==> src/logic/gpexr_params.svh <==
// Constants of the I/O expander bus responder.
`ifndef GPEXR_PARAMS_SVH
`define GPEXR_PARAMS_SVH
`define GPEXR_ADDR_FIXED  5'h1d
`define GPEXR_GCALL_ADDR  8'h00
`define GPEXR_SWRST_BYTE  8'h06
`define GPEXR_PTR_RESET   8'h00
`define GPEXR_ONES        8'hff
`define GPEXR_ZEROS       8'h00
`define GPEXR_BYTE_BITS   4'h8
`define GPEXR_LAST_TX_BIT 4'h7
`define GPEXR_EXT_BIT     6
`define GPEXR_LOW_MSB     3
`define GPEXR_SLOT_EXT    4
`define GPEXR_SLOTS       32
`define GPEXR_FIFO_DEPTH  16
`define GPEXR_PIN_LOW     8'h00
`define GPEXR_PIN_HIGH    8'h01
`define GPEXR_DRV_VAL_L   8'h02
`define GPEXR_DRV_VAL_H   8'h03
`define GPEXR_INV_L       8'h04
`define GPEXR_INV_H       8'h05
`define GPEXR_DIR_L       8'h06
`define GPEXR_DIR_H       8'h07
`define GPEXR_DRV_LVL_A   8'h40
`define GPEXR_DRV_LVL_B   8'h41
`define GPEXR_DRV_LVL_C   8'h42
`define GPEXR_DRV_LVL_D   8'h43
`define GPEXR_HOLD_L      8'h44
`define GPEXR_HOLD_H      8'h45
`define GPEXR_RES_ON_L    8'h46
`define GPEXR_RES_ON_H    8'h47
`define GPEXR_RES_DIR_L   8'h48
`define GPEXR_RES_DIR_H   8'h49
`define GPEXR_IRQ_BLK_L   8'h4a
`define GPEXR_IRQ_BLK_H   8'h4b
`define GPEXR_IRQ_FLG_L   8'h4c
`define GPEXR_IRQ_FLG_H   8'h4d
`define GPEXR_OSTAGE      8'h4f
`endif

==> src/logic/gpexr_pkg.sv <==
// Types shared by the I/O expander bus responder.
package gpexr_pkg;
  typedef enum logic [2:0] {PH_IDLE, PH_RX, PH_RX_ACK, PH_TX, PH_TX_ACK, PH_WAIT} gpexr_phase_type;
  typedef enum logic [2:0] {K_ADDR, K_CMD, K_DATA, K_GC, K_GC_DONE, K_TX} gpexr_kind_type;
  typedef struct packed {
    logic [4:0] slot;
    logic [7:0] data;
  } gpexr_wr_type;
  typedef struct packed {
    logic       legal;
    logic       wr;
    logic [7:0] rst;
  } gpexr_info_type;
  typedef struct packed {
    logic [15:0] drive_value;
    logic [15:0] invert;
    logic [15:0] direction;
    logic [31:0] drive_level;
    logic [15:0] hold_input;
    logic [15:0] resistor_on;
    logic [15:0] resistor_dir;
    logic [15:0] irq_block;
    logic [7:0]  output_stage_type;
  } gpexr_cfg_type;
  typedef struct packed {
    logic                  scl_m;
    logic                  scl_s;
    logic                  scl_p;
    logic                  sda_m;
    logic                  sda_s;
    logic                  sda_p;
    logic [1:0]            strap_m;
    logic [1:0]            strap_s;
    logic [15:0]           pin_m;
    logic [15:0]           pin_s;
    gpexr_phase_type       phase;
    gpexr_kind_type        kind;
    logic [7:0]            shreg;
    logic [3:0]            bitcnt;
    logic                  sda_pull;
    logic                  gc_ok;
    logic [7:0]            ptr;
    logic [31:0][7:0]      bank;
    logic [1:0]            irq_clr;
  } gpexr_state_type;
endpackage

==> src/logic/gpexr_top.sv <==
// Bus responder with register file and write FIFO for a 16-bit I/O expander.
// Operation
// Controller starts a transfer only while the bus is idle.
// SDA falling while SCL high is a start; it opens an address byte.
// Address byte arrives MSB first with the direction bit last.
// Device answers at 74h..77h, low two bits taken from the straps.
// Direction bit 1 means read, 0 means write.
// A matching address is acknowledged by SDA low over the ninth high phase.
// Straps stay steady from start to stop of each transfer.
// SDA changes only while SCL is low; changes at SCL high are conditions.
// SDA rising while SCL high is a stop; it ends the transfer.
// Any number of bytes, each eight bits plus one acknowledge bit.
// Transmitter releases SDA for the acknowledge; acknowledger holds it low.
// Device acknowledges each received byte; controller all read bytes but last.
// Controller ends a read with a NACK; device then releases SDA.
// First byte of a write is the command, stored as register pointer.
// Pointer bit 6 with low bits selects extended or basic registers.
// Pointer holds across transfers until a new command byte.
// Every reset kind clears the pointer to 00h.
// Codes 00-07 select input, output, polarity, direction per port.
// Codes 40-4F select drive, latch, pull, mask, status, output stage.
// Status registers are read-only zero at reset; masks reset to ones.
// Register reset values as tabled; input registers follow the pins.
// General call, single byte 06h, then stop performs software reset.
// Reset low forces registers and the bus machine to default.
// Reading an input port clears its interrupt at the acknowledge rise.
// Unmapped codes read zero and writes to them are discarded.
`timescale 1ns/1ns
`include "gpexr_params.svh"

module gpexr_fifo #(
  parameter int WIDTH = 13,
  parameter int DEPTH = `GPEXR_FIFO_DEPTH
) (
  // Clock and reset
  input  wire logic             clk_sys,
  input  wire logic             rst_n,
  input  wire logic             flush,
  // Fill side
  input  wire logic             in_valid,
  output logic                  in_ready,
  input  wire logic [WIDTH-1:0] in_data,
  // Drain side
  output logic                  out_valid,
  input  wire logic             out_ready,
  output logic [WIDTH-1:0]      out_data
);
  localparam int AW = $clog2(DEPTH);
  typedef struct packed {
    logic [DEPTH-1:0][WIDTH-1:0] mem;
    logic [AW-1:0]               wp;
    logic [AW-1:0]               rp;
    logic [AW:0]                 cnt;
  } gpexr_fifo_st_type;
  gpexr_fifo_st_type st_r, st_nxt;
  logic              do_push;
  logic              do_pop;

  assign in_ready  = (st_r.cnt != (AW+1)'(DEPTH));
  assign out_valid = (st_r.cnt != '0);
  assign out_data  = st_r.mem[st_r.rp];
  assign do_push   = in_valid && in_ready;
  assign do_pop    = out_valid && out_ready;

  always_comb begin
    st_nxt = st_r;
    if (do_push) begin
      st_nxt.mem[st_r.wp] = in_data;
      st_nxt.wp = st_r.wp + 1'b1;
    end
    if (do_pop) begin
      st_nxt.rp = st_r.rp + 1'b1;
    end
    st_nxt.cnt = st_r.cnt + (AW+1)'(do_push) - (AW+1)'(do_pop);
    if (flush) begin
      st_nxt.wp  = '0;
      st_nxt.rp  = '0;
      st_nxt.cnt = '0;
    end
  end

  always_ff @(posedge clk_sys) begin
    if (!rst_n) begin
      st_r <= '0;
    end else begin
      st_r <= st_nxt;
    end
  end
endmodule

module gpexr_top
  import gpexr_pkg::*;
(
  // Clock and synchronous reset
  input  wire logic        clk_sys,
  input  wire logic        rst_n,
  // Serial bus, data pin is open drain
  input  wire logic        scl_i,
  input  wire logic        sda_i,
  output logic             sda_o,
  output logic             sda_oe,
  // Address straps
  input  wire logic        addr_strap_lsb,
  input  wire logic        addr_strap_msb,
  // Pin levels and interrupt state from the port logic
  input  wire logic [7:0]  port_zero_pins,
  input  wire logic [7:0]  port_one_pins,
  input  wire logic [15:0] irq_flags_in,
  // Register contents and interrupt clear towards the port logic
  output gpexr_cfg_type    cfg_out,
  output logic [1:0]       irq_read_clear
);
  function automatic logic [4:0] slot_of(input logic [7:0] p);
    return {p[`GPEXR_EXT_BIT], p[`GPEXR_LOW_MSB:0]};
  endfunction

  function automatic gpexr_info_type info_of(input logic [7:0] p);
    gpexr_info_type r;
    r = '{legal: 1'b1, wr: 1'b1, rst: `GPEXR_ONES};
    unique case (p)
      `GPEXR_PIN_LOW, `GPEXR_PIN_HIGH,
      `GPEXR_IRQ_FLG_L, `GPEXR_IRQ_FLG_H: begin
        r.wr  = 1'b0;
        r.rst = `GPEXR_ZEROS;
      end
      `GPEXR_DRV_VAL_L, `GPEXR_DRV_VAL_H, `GPEXR_DIR_L, `GPEXR_DIR_H,
      `GPEXR_DRV_LVL_A, `GPEXR_DRV_LVL_B, `GPEXR_DRV_LVL_C, `GPEXR_DRV_LVL_D,
      `GPEXR_RES_DIR_L, `GPEXR_RES_DIR_H, `GPEXR_IRQ_BLK_L, `GPEXR_IRQ_BLK_H: begin
        r.rst = `GPEXR_ONES;
      end
      `GPEXR_INV_L, `GPEXR_INV_H, `GPEXR_HOLD_L, `GPEXR_HOLD_H,
      `GPEXR_RES_ON_L, `GPEXR_RES_ON_H, `GPEXR_OSTAGE: begin
        r.rst = `GPEXR_ZEROS;
      end
      default: begin
        r = '{legal: 1'b0, wr: 1'b0, rst: `GPEXR_ZEROS};
      end
    endcase
    return r;
  endfunction

  function automatic logic [31:0][7:0] bank_reset();
    logic [31:0][7:0] b;
    logic [4:0]       s;
    b = '0;
    for (int i = 0; i < `GPEXR_SLOTS; i++) begin
      s = 5'(i);
      b[i] = info_of({1'b0, s[`GPEXR_SLOT_EXT], 2'b00, s[`GPEXR_LOW_MSB:0]}).rst;
    end
    return b;
  endfunction

  localparam logic [31:0][7:0] BANK_RST = bank_reset();

  gpexr_state_type state_r, state_nxt;
  logic            scl_rise;
  logic            scl_fall;
  logic            ev_start;
  logic            ev_stop;
  logic            load_ev;
  logic            addr_hit;
  logic            cmd_take;
  logic            soft_rst;
  logic [7:0]      rdata;
  logic            push_valid;
  logic            push_ready;
  gpexr_wr_type    push_item;
  logic            pop_valid;
  gpexr_wr_type    pop_item;

  assign scl_rise = state_r.scl_s && !state_r.scl_p;
  assign scl_fall = !state_r.scl_s && state_r.scl_p;
  // Edges of SDA with SCL steady high are conditions, never data.
  assign ev_start = state_r.scl_s && state_r.scl_p && state_r.sda_p && !state_r.sda_s;
  assign ev_stop  = state_r.scl_s && state_r.scl_p && !state_r.sda_p && state_r.sda_s;
  assign addr_hit = (state_r.shreg[7:1] == {`GPEXR_ADDR_FIXED, state_r.strap_s});
  assign soft_rst = ev_stop && state_r.gc_ok;
  assign load_ev  = scl_fall && ((state_r.phase == PH_RX_ACK && state_r.kind == K_TX)
                                 || state_r.phase == PH_TX_ACK);
  assign cmd_take = scl_fall && state_r.phase == PH_RX && state_r.kind == K_CMD
                    && state_r.bitcnt == `GPEXR_BYTE_BITS;
  assign push_item = '{slot: slot_of(state_r.ptr), data: state_r.shreg};

  // The drain stalls while a read byte is loaded, so the load never races a write.
  gpexr_fifo #(
    .WIDTH ($bits(gpexr_wr_type)),
    .DEPTH (`GPEXR_FIFO_DEPTH)
  ) u_wr_fifo (
    .clk_sys   (clk_sys),
    .rst_n     (rst_n),
    .flush     (soft_rst),
    .in_valid  (push_valid),
    .in_ready  (push_ready),
    .in_data   (push_item),
    .out_valid (pop_valid),
    .out_ready (!load_ev),
    .out_data  (pop_item)
  );

  always_comb begin
    unique case (state_r.ptr)
      `GPEXR_PIN_LOW:   rdata = state_r.pin_s[7:0];
      `GPEXR_PIN_HIGH:  rdata = state_r.pin_s[15:8];
      `GPEXR_IRQ_FLG_L: rdata = irq_flags_in[7:0];
      `GPEXR_IRQ_FLG_H: rdata = irq_flags_in[15:8];
      default: begin
        rdata = info_of(state_r.ptr).legal ? state_r.bank[slot_of(state_r.ptr)]
                                           : `GPEXR_ZEROS;
      end
    endcase
  end

  always_comb begin
    logic ack_ok;
    ack_ok     = 1'b0;
    push_valid = 1'b0;
    state_nxt  = state_r;
    state_nxt.scl_m   = scl_i;
    state_nxt.scl_s   = state_r.scl_m;
    state_nxt.scl_p   = state_r.scl_s;
    state_nxt.sda_m   = sda_i;
    state_nxt.sda_s   = state_r.sda_m;
    state_nxt.sda_p   = state_r.sda_s;
    state_nxt.strap_m = {addr_strap_msb, addr_strap_lsb};
    state_nxt.strap_s = state_r.strap_m;
    state_nxt.pin_m   = {port_one_pins, port_zero_pins};
    state_nxt.pin_s   = state_r.pin_m;
    state_nxt.irq_clr = 2'b00;
    if (pop_valid && !load_ev) begin
      state_nxt.bank[pop_item.slot] = pop_item.data;
    end
    if (ev_start) begin
      // A repeated start also cancels a pending software reset.
      state_nxt.phase    = PH_RX;
      state_nxt.kind     = K_ADDR;
      state_nxt.bitcnt   = '0;
      state_nxt.sda_pull = 1'b0;
      state_nxt.gc_ok    = 1'b0;
    end else if (ev_stop) begin
      if (state_r.gc_ok) begin
        state_nxt.bank = BANK_RST;
        state_nxt.ptr  = `GPEXR_PTR_RESET;
      end
      state_nxt.phase    = PH_IDLE;
      state_nxt.sda_pull = 1'b0;
      state_nxt.gc_ok    = 1'b0;
    end else begin
      unique case (state_r.phase)
        PH_IDLE, PH_WAIT: begin
          state_nxt.sda_pull = 1'b0;
        end
        PH_RX: begin
          if (scl_rise && state_r.bitcnt != `GPEXR_BYTE_BITS) begin
            state_nxt.shreg  = {state_r.shreg[6:0], state_r.sda_s};
            state_nxt.bitcnt = state_r.bitcnt + 4'h1;
          end else if (scl_fall && state_r.bitcnt == `GPEXR_BYTE_BITS) begin
            unique case (state_r.kind)
              K_ADDR: begin
                if (addr_hit) begin
                  ack_ok         = 1'b1;
                  state_nxt.kind = state_r.shreg[0] ? K_TX : K_CMD;
                end else if (state_r.shreg == `GPEXR_GCALL_ADDR) begin
                  ack_ok         = 1'b1;
                  state_nxt.kind = K_GC;
                end
              end
              K_CMD: begin
                ack_ok         = 1'b1;
                state_nxt.ptr  = state_r.shreg;
                state_nxt.kind = K_DATA;
              end
              K_DATA: begin
                // A full FIFO refuses the byte with a NACK.
                ack_ok     = push_ready;
                push_valid = push_ready && info_of(state_r.ptr).wr;
              end
              K_GC: begin
                if (state_r.shreg == `GPEXR_SWRST_BYTE) begin
                  ack_ok          = 1'b1;
                  state_nxt.gc_ok = 1'b1;
                  state_nxt.kind  = K_GC_DONE;
                end
              end
              K_GC_DONE, K_TX: begin
                state_nxt.gc_ok = 1'b0;
              end
            endcase
            state_nxt.sda_pull = ack_ok;
            state_nxt.phase    = ack_ok ? PH_RX_ACK : PH_WAIT;
          end
        end
        PH_RX_ACK: begin
          if (scl_fall) begin
            state_nxt.bitcnt   = '0;
            state_nxt.sda_pull = 1'b0;
            state_nxt.phase    = PH_RX;
            if (state_r.kind == K_TX) begin
              state_nxt.shreg    = rdata;
              state_nxt.sda_pull = !rdata[7];
              state_nxt.phase    = PH_TX;
            end
          end
        end
        PH_TX: begin
          if (scl_fall) begin
            if (state_r.bitcnt == `GPEXR_LAST_TX_BIT) begin
              state_nxt.sda_pull = 1'b0;
              state_nxt.phase    = PH_TX_ACK;
            end else begin
              state_nxt.shreg    = {state_r.shreg[6:0], 1'b0};
              state_nxt.bitcnt   = state_r.bitcnt + 4'h1;
              state_nxt.sda_pull = !state_r.shreg[6];
            end
          end
        end
        PH_TX_ACK: begin
          if (scl_rise) begin
            state_nxt.irq_clr[0] = (state_r.ptr == `GPEXR_PIN_LOW);
            state_nxt.irq_clr[1] = (state_r.ptr == `GPEXR_PIN_HIGH);
            if (state_r.sda_s) begin
              state_nxt.phase = PH_WAIT;
            end
          end else if (scl_fall) begin
            state_nxt.bitcnt   = '0;
            state_nxt.shreg    = rdata;
            state_nxt.sda_pull = !rdata[7];
            state_nxt.phase    = PH_TX;
          end
        end
      endcase
    end
  end

  always_ff @(posedge clk_sys) begin
    if (!rst_n) begin
      state_r <= '{phase: PH_IDLE, kind: K_ADDR, ptr: `GPEXR_PTR_RESET,
                   bank: BANK_RST, scl_m: 1'b1, scl_s: 1'b1, scl_p: 1'b1,
                   sda_m: 1'b1, sda_s: 1'b1, sda_p: 1'b1, default: '0};
    end else begin
      state_r <= state_nxt;
    end
  end

  assign sda_o          = 1'b0;
  assign sda_oe         = state_r.sda_pull;
  assign irq_read_clear = state_r.irq_clr;
  assign cfg_out = '{
    drive_value:  {state_r.bank[slot_of(`GPEXR_DRV_VAL_H)], state_r.bank[slot_of(`GPEXR_DRV_VAL_L)]},
    invert:       {state_r.bank[slot_of(`GPEXR_INV_H)], state_r.bank[slot_of(`GPEXR_INV_L)]},
    direction:    {state_r.bank[slot_of(`GPEXR_DIR_H)], state_r.bank[slot_of(`GPEXR_DIR_L)]},
    drive_level:  {state_r.bank[slot_of(`GPEXR_DRV_LVL_D)], state_r.bank[slot_of(`GPEXR_DRV_LVL_C)],
                   state_r.bank[slot_of(`GPEXR_DRV_LVL_B)], state_r.bank[slot_of(`GPEXR_DRV_LVL_A)]},
    hold_input:   {state_r.bank[slot_of(`GPEXR_HOLD_H)], state_r.bank[slot_of(`GPEXR_HOLD_L)]},
    resistor_on:  {state_r.bank[slot_of(`GPEXR_RES_ON_H)], state_r.bank[slot_of(`GPEXR_RES_ON_L)]},
    resistor_dir: {state_r.bank[slot_of(`GPEXR_RES_DIR_H)], state_r.bank[slot_of(`GPEXR_RES_DIR_L)]},
    irq_block:    {state_r.bank[slot_of(`GPEXR_IRQ_BLK_H)], state_r.bank[slot_of(`GPEXR_IRQ_BLK_L)]},
    output_stage_type: state_r.bank[slot_of(`GPEXR_OSTAGE)]
  };
endmodule

==> config.mk <==
export PLATFORM = sky130hd
export DESIGN_NAME = gpexr_top
export DESIGN_NICKNAME = d
export VERILOG_FILES = /design/src/logic/gpexr_pkg.sv /design/src/logic/gpexr_top.sv
export VERILOG_INCLUDE_DIRS = /design/src /design/src/logic
export SDC_FILE = /design/constraint.sdc
export NUM_CORES = 1
export LEC_CHECK = 0
export BUFFER_PORTS_ARGS = -buffer_cell sky130_fd_sc_hd__buf_2
export CAP_MARGIN = 30
export CORE_ASPECT_RATIO = 1.25
export CORE_MARGIN = 2
export CORE_UTILIZATION = 50
export DETAILED_ROUTE_END_ITERATION = 7
export GPL_TIMING_DRIVEN = 0
export HOLD_SLACK_MARGIN = 0.15
export PLACE_DENSITY_LB_ADDON = 0.08
export SYNTH_ARGS = -nofsm -noshare
export SYNTH_HDL_FRONTEND = slang
export SYNTH_SLANG_ARGS = --single-unit
==> constraint.sdc <==
create_clock -name clk_sys -period 2.85 [get_ports clk_sys]
set_input_delay 0.57 -clock clk_sys [delete_from_list [all_inputs] [get_ports clk_sys]]
set_output_delay 0.57 -clock clk_sys [all_outputs]
set_load 0.03 [all_outputs]
==> flow_metrics.tcl <==
set metrics [dict create \
    result_of_the_run "finished, violations left" \
    failed_checks "setup timing" \
    antenna_left 0 \
    netlist_instances 2754 \
    synthTopCellsByArea "sky130_fd_sc_hd__dfxtp_1, sky130_fd_sc_hd__mux2i_1, sky130_fd_sc_hd__nand2_1" \
    leakagePower_nw 12.8 \
    die_outline_area_sq_um 53600 \
    cts_inserted_buffers 57 \
    antenna_cells 0 \
    critPathRequiredTime_ns 3.34 \
    worstRegToRegCells 8 \
    tightest_hold_check_type "in -> reg" \
    number_of_global_route_vias_before_repair 21215 \
    drt_iter0_markers 1383 \
    report.final.hold_viol_count 0 \
    ctsHtreeMaxLevel 2 \
    min_delay_worst_endpoint "state_nxt[296]$_SDFF_PN0_" \
    grt_first_pass_wirelength_microns 129000 \
    die_h_microns 258 \
    synth_seq_cells 549 \
    p_total_mw 15.6 \
    worst_hold_path_cells 2 \
    yosys_most_used_dff "sky130_fd_sc_hd__dfxtp_1" \
    fin_crit_ns 2.87 \
    wl_per_cell_microns 22.8 \
    ioPinCount 194 \
    core_area_sq_um 51300 \
    hold_path.startpoint "port_one_pins[2]" \
    initial_utilization_pct 50.4 \
    timing_worst_setup_path_type "reg -> reg" \
    syn-cell-area_sq_um 25900 \
    power.ir.vdd_worst_uv 460 \
    worst_ep_arrival_time_ns 3.37 \
    remaining_drc_errors 0 \
    critical_path.cell_chain "buf_4 -> clkbuf_2 -> mux4_2 -> mux2i_1 -> o21ai_0 -> nand2_1 -> a211o_1 -> a31oi_1" \
    worstSetupEndpointType "flip-flop" \
    power.share.sequential_pct 49.4 \
    finalClockSkew_ns 0.0296 \
    drt-vias-per-instance 5.68 \
    switching_share_pct 22.7 \
    reg2reg_slack_ns -0.02 \
    crit_slowest_cell "sky130_fd_sc_hd__mux2i_1" \
    synth_largest_area_cell "sky130_fd_sc_hd__dfxtp_1" \
    routabilityCongestion 0.971 \
    cellPowerDensity_nw_per_um2 513 \
    ys.warnings.count 0 \
    fin_crit_sh_pct 101 \
    largest_net_degree_at_the_start_of_global_routing 16 \
    wl_met1_microns 32800 \
    overflow 0 \
    routed-wl-met2_microns 42200 \
    vias 21273 \
    firstDrtPassIters 5 \
    r2r-start "push_item[8]$_SDFFE_PN0P_" \
    final.hold.worst_slack_ns 0.171 \
    area_delta_synth_final_pct 17.5 \
    combPwrFrac_pct 2.8 \
    cts_num_sinks 549 \
    critical_path_peak_fanout 10 \
    postSynthNetCount 2809 \
    fin_util_pct 59.3 \
    synth_async_sr_flop_share_pct 0 \
    tritoncts "done" \
    switching_power_mw 3.55 \
    avgSynthCellArea_sq_um 9.40 \
    die_x_microns 208 \
    fin_tns_setup_ns -0.0238 \
    synth_enable_flop_cells 0 \
    port_buffers 192 \
    clk_pin_slew_ns 0.06 \
    clock_power_share_pct 47.8 \
    yosys.area.top_type_share_pct 42.5 \
    topRoutingLayerUsed "met5" \
    clockBufferDepth 3 \
    globalRouteTotalUtil_pct 31.3 \
    number_of_antenna_violations_at_the_first_check_in_global_routing 1 \
    detailed_place_hpwl_microns 63700 \
    critical_path.startpoint_type "flip-flop" \
    crit_path_max_incr_delay_ns 0.54 \
    cts_root_buffer "sky130_fd_sc_hd__clkbuf_16" \
    drive_gt1_share_pct 25.9 \
    post-route-worst-setup-slack_ns -0.0238 \
    worst-slew-pin-transition_ns 0.907 \
    synth-seq-area-share_pct 42.5 \
    final-setup-viol-count 1 \
    max_slew_margin_pct 39.5 \
    max_freq_mhz 348 \
    netlist_top_cells_count "sky130_fd_sc_hd__nand2_1, sky130_fd_sc_hd__dfxtp_1, sky130_fd_sc_hd__mux2i_1" \
    yosys.cell_types.count 79 \
    routed-wl-met3_microns 4960 \
    drt-total-wl_microns 85500 \
    count_of_max_cap_constraint_violations 0 \
    post-synth-top-count-cell "sky130_fd_sc_hd__nand2_1" \
    internal_power_mw 12.1 \
    row_count 93 \
    finalNetCount 3090 \
    final-max-slew-violation-count 0 \
    r2r_endpoint "push_item[0]$_SDFFE_PN0P_" \
    clock_insertion_delay_worst_skew_ns 0.64 \
]
## how the worst max path moves through the flow
stage / cells past startpoint / startpoint / endpoint / slack, ns
after floorplan: 15 / state_r[285]$_SDFFE_PP0P_ / u_wr_fifo.st_r[4]$_SDFF_PP0_ / -0.09
final: 8 / push_item[8]$_SDFFE_PN0P_ / push_item[0]$_SDFFE_PN0P_ / -0.02
after CTS: 8 / push_item[11]$_SDFFE_PN0P_ / push_item[2]$_SDFFE_PN0P_ / -0.002
after detailed placement: 9 / push_item[9]$_SDFFE_PN0P_ / push_item[6]$_SDFFE_PN0P_ / -1.02
after global placement: 9 / push_item[8]$_SDFFE_PN0P_ / push_item[3]$_SDFFE_PN0P_ / -1.06
after global routing: 11 / state_nxt[325]$_SDFF_PN1_ / u_wr_fifo.st_r[179]$_SDFFE_PN0P_ / -0.01
## flip-flops by register name (all words and copies together) (netlist names)
signal          flops
cfg_out           152
irq_read_clear      2
push_item          13
sda_oe              1
state_nxt          22
state_r           138
u_wr_fifo.st_r    221
## power by group through the flow
stage | sequential [mW] | clock (mW) | combinational (mW)
6_report | 7.72 | 7.47 | 0.431
5_1_grt | 7.72 | 7.87 | 0.460
3_3_place_gp | 7.89 | 0 | 0.396
4_1_cts | 7.72 | 7.54 | 0.421
3_5_place_dp | 7.89 | 0 | 0.401
2_1_floorplan | 7.89 | 0 | 0.231
## cells in the final DEF (no fill, tap or decap), types with 8 or more instances in the layout
master / n
sky130_fd_sc_hd__nor3_1: 8
sky130_fd_sc_hd__clkbuf_1: 98
sky130_fd_sc_hd__buf_12: 8
sky130_fd_sc_hd__a22oi_1: 30
sky130_fd_sc_hd__dfxtp_1: 545
sky130_fd_sc_hd__buf_6: 12
sky130_fd_sc_hd__and2_1: 46
sky130_fd_sc_hd__ha_1: 13
sky130_fd_sc_hd__a211oi_1: 10
sky130_fd_sc_hd__clkbuf_4: 13
sky130_fd_sc_hd__buf_8: 9
sky130_fd_sc_hd__mux2i_1: 301
sky130_fd_sc_hd__dlygate4sd3_1: 11
sky130_fd_sc_hd__nor2_1: 143
sky130_fd_sc_hd__clkbuf_8: 17
sky130_fd_sc_hd__nand2_1: 630
sky130_fd_sc_hd__a21oi_1: 229
sky130_fd_sc_hd__o21ai_0: 28
sky130_fd_sc_hd__nand2_4: 21
sky130_fd_sc_hd__nor2b_1: 10
sky130_fd_sc_hd__mux2_2: 14
sky130_fd_sc_hd__buf_2: 209
sky130_fd_sc_hd__a31oi_1: 9
sky130_fd_sc_hd__clkinv_2: 12
sky130_fd_sc_hd__buf_4: 199
sky130_fd_sc_hd__clkbuf_16: 58
sky130_fd_sc_hd__inv_1: 24
sky130_fd_sc_hd__clkbuf_2: 30
sky130_fd_sc_hd__nand2b_1: 11
sky130_fd_sc_hd__and3_1: 11
sky130_fd_sc_hd__o22ai_1: 8
sky130_fd_sc_hd__nand3_1: 28
sky130_fd_sc_hd__mux4_2: 97
sky130_fd_sc_hd__and3_2: 8
## layout make-up
type,instances,area (sq um)
fill,4483,20900
clock buffer,82,1670
sequential,549,11000
inverter,27,108
clock inverter,22,201
multi-input combinational,1816,12900
buffer,359,2420
tap,665,832
timing repair buffer,225,1320
## per-layer routing
layer	track usage, %	up-vias
met5	0	-
met4	18.7	2
met3	5.26	244
li1	-	9875
met1	36.4	10392
met2	54.3	760
## worst max-delay path: cells and delay by family, from the launching register on
family | cells | cell delay, ns
flops | 1 | 0.42
mux | 2 | 0.90
compound gates | 3 | 0.59
buf+inv | 2 | 0.69
simple gates | 1 | 0.13
## metrics by stage
stage          instance area, sq um  worst slack (ns)  instances
5_1_grt                       30400           -0.0123       3745
3_5_place_dp                  27800             -1.02       3616
2_1_floorplan                 25900           -0.0905       2754
4_1_cts                       30100          -0.00178       3739
3_3_place_gp                  27700             -1.06       3611
6_report                      30400           -0.0238       3745
## kinds of logic (layout without fill, tap and decap cells)
| family | Yosys count | after routing | share of synthesized area, % |
|---|---|---|---|
| fa+ha+maj | 17 | 17 | 0.851 |
| simple gates | 990 | 990 | 17.7 |
| flops | 549 | 549 | 42.5 |
| compound gates | 377 | 377 | 8.50 |
| xor+xnor | 11 | 11 | 0.372 |
| buf+inv | 389 | 715 | 8.67 |
| mux | 420 | 420 | 21.4 |
| other cells | 1 | 1 | 0.0145 |
## timing repair
item / 4_1_cts / 5_1_grt
hold buffers: 11 / 0
endpoints found under the setup margin: 470 / 399
buffers inserted: 11 / 5
cloned: 0 / 1
pin swaps: 7 / 8
hold endpoints to repair: 11 / 0
resized for setup: 103 / 111
Power figures use the tool's default switching activity.
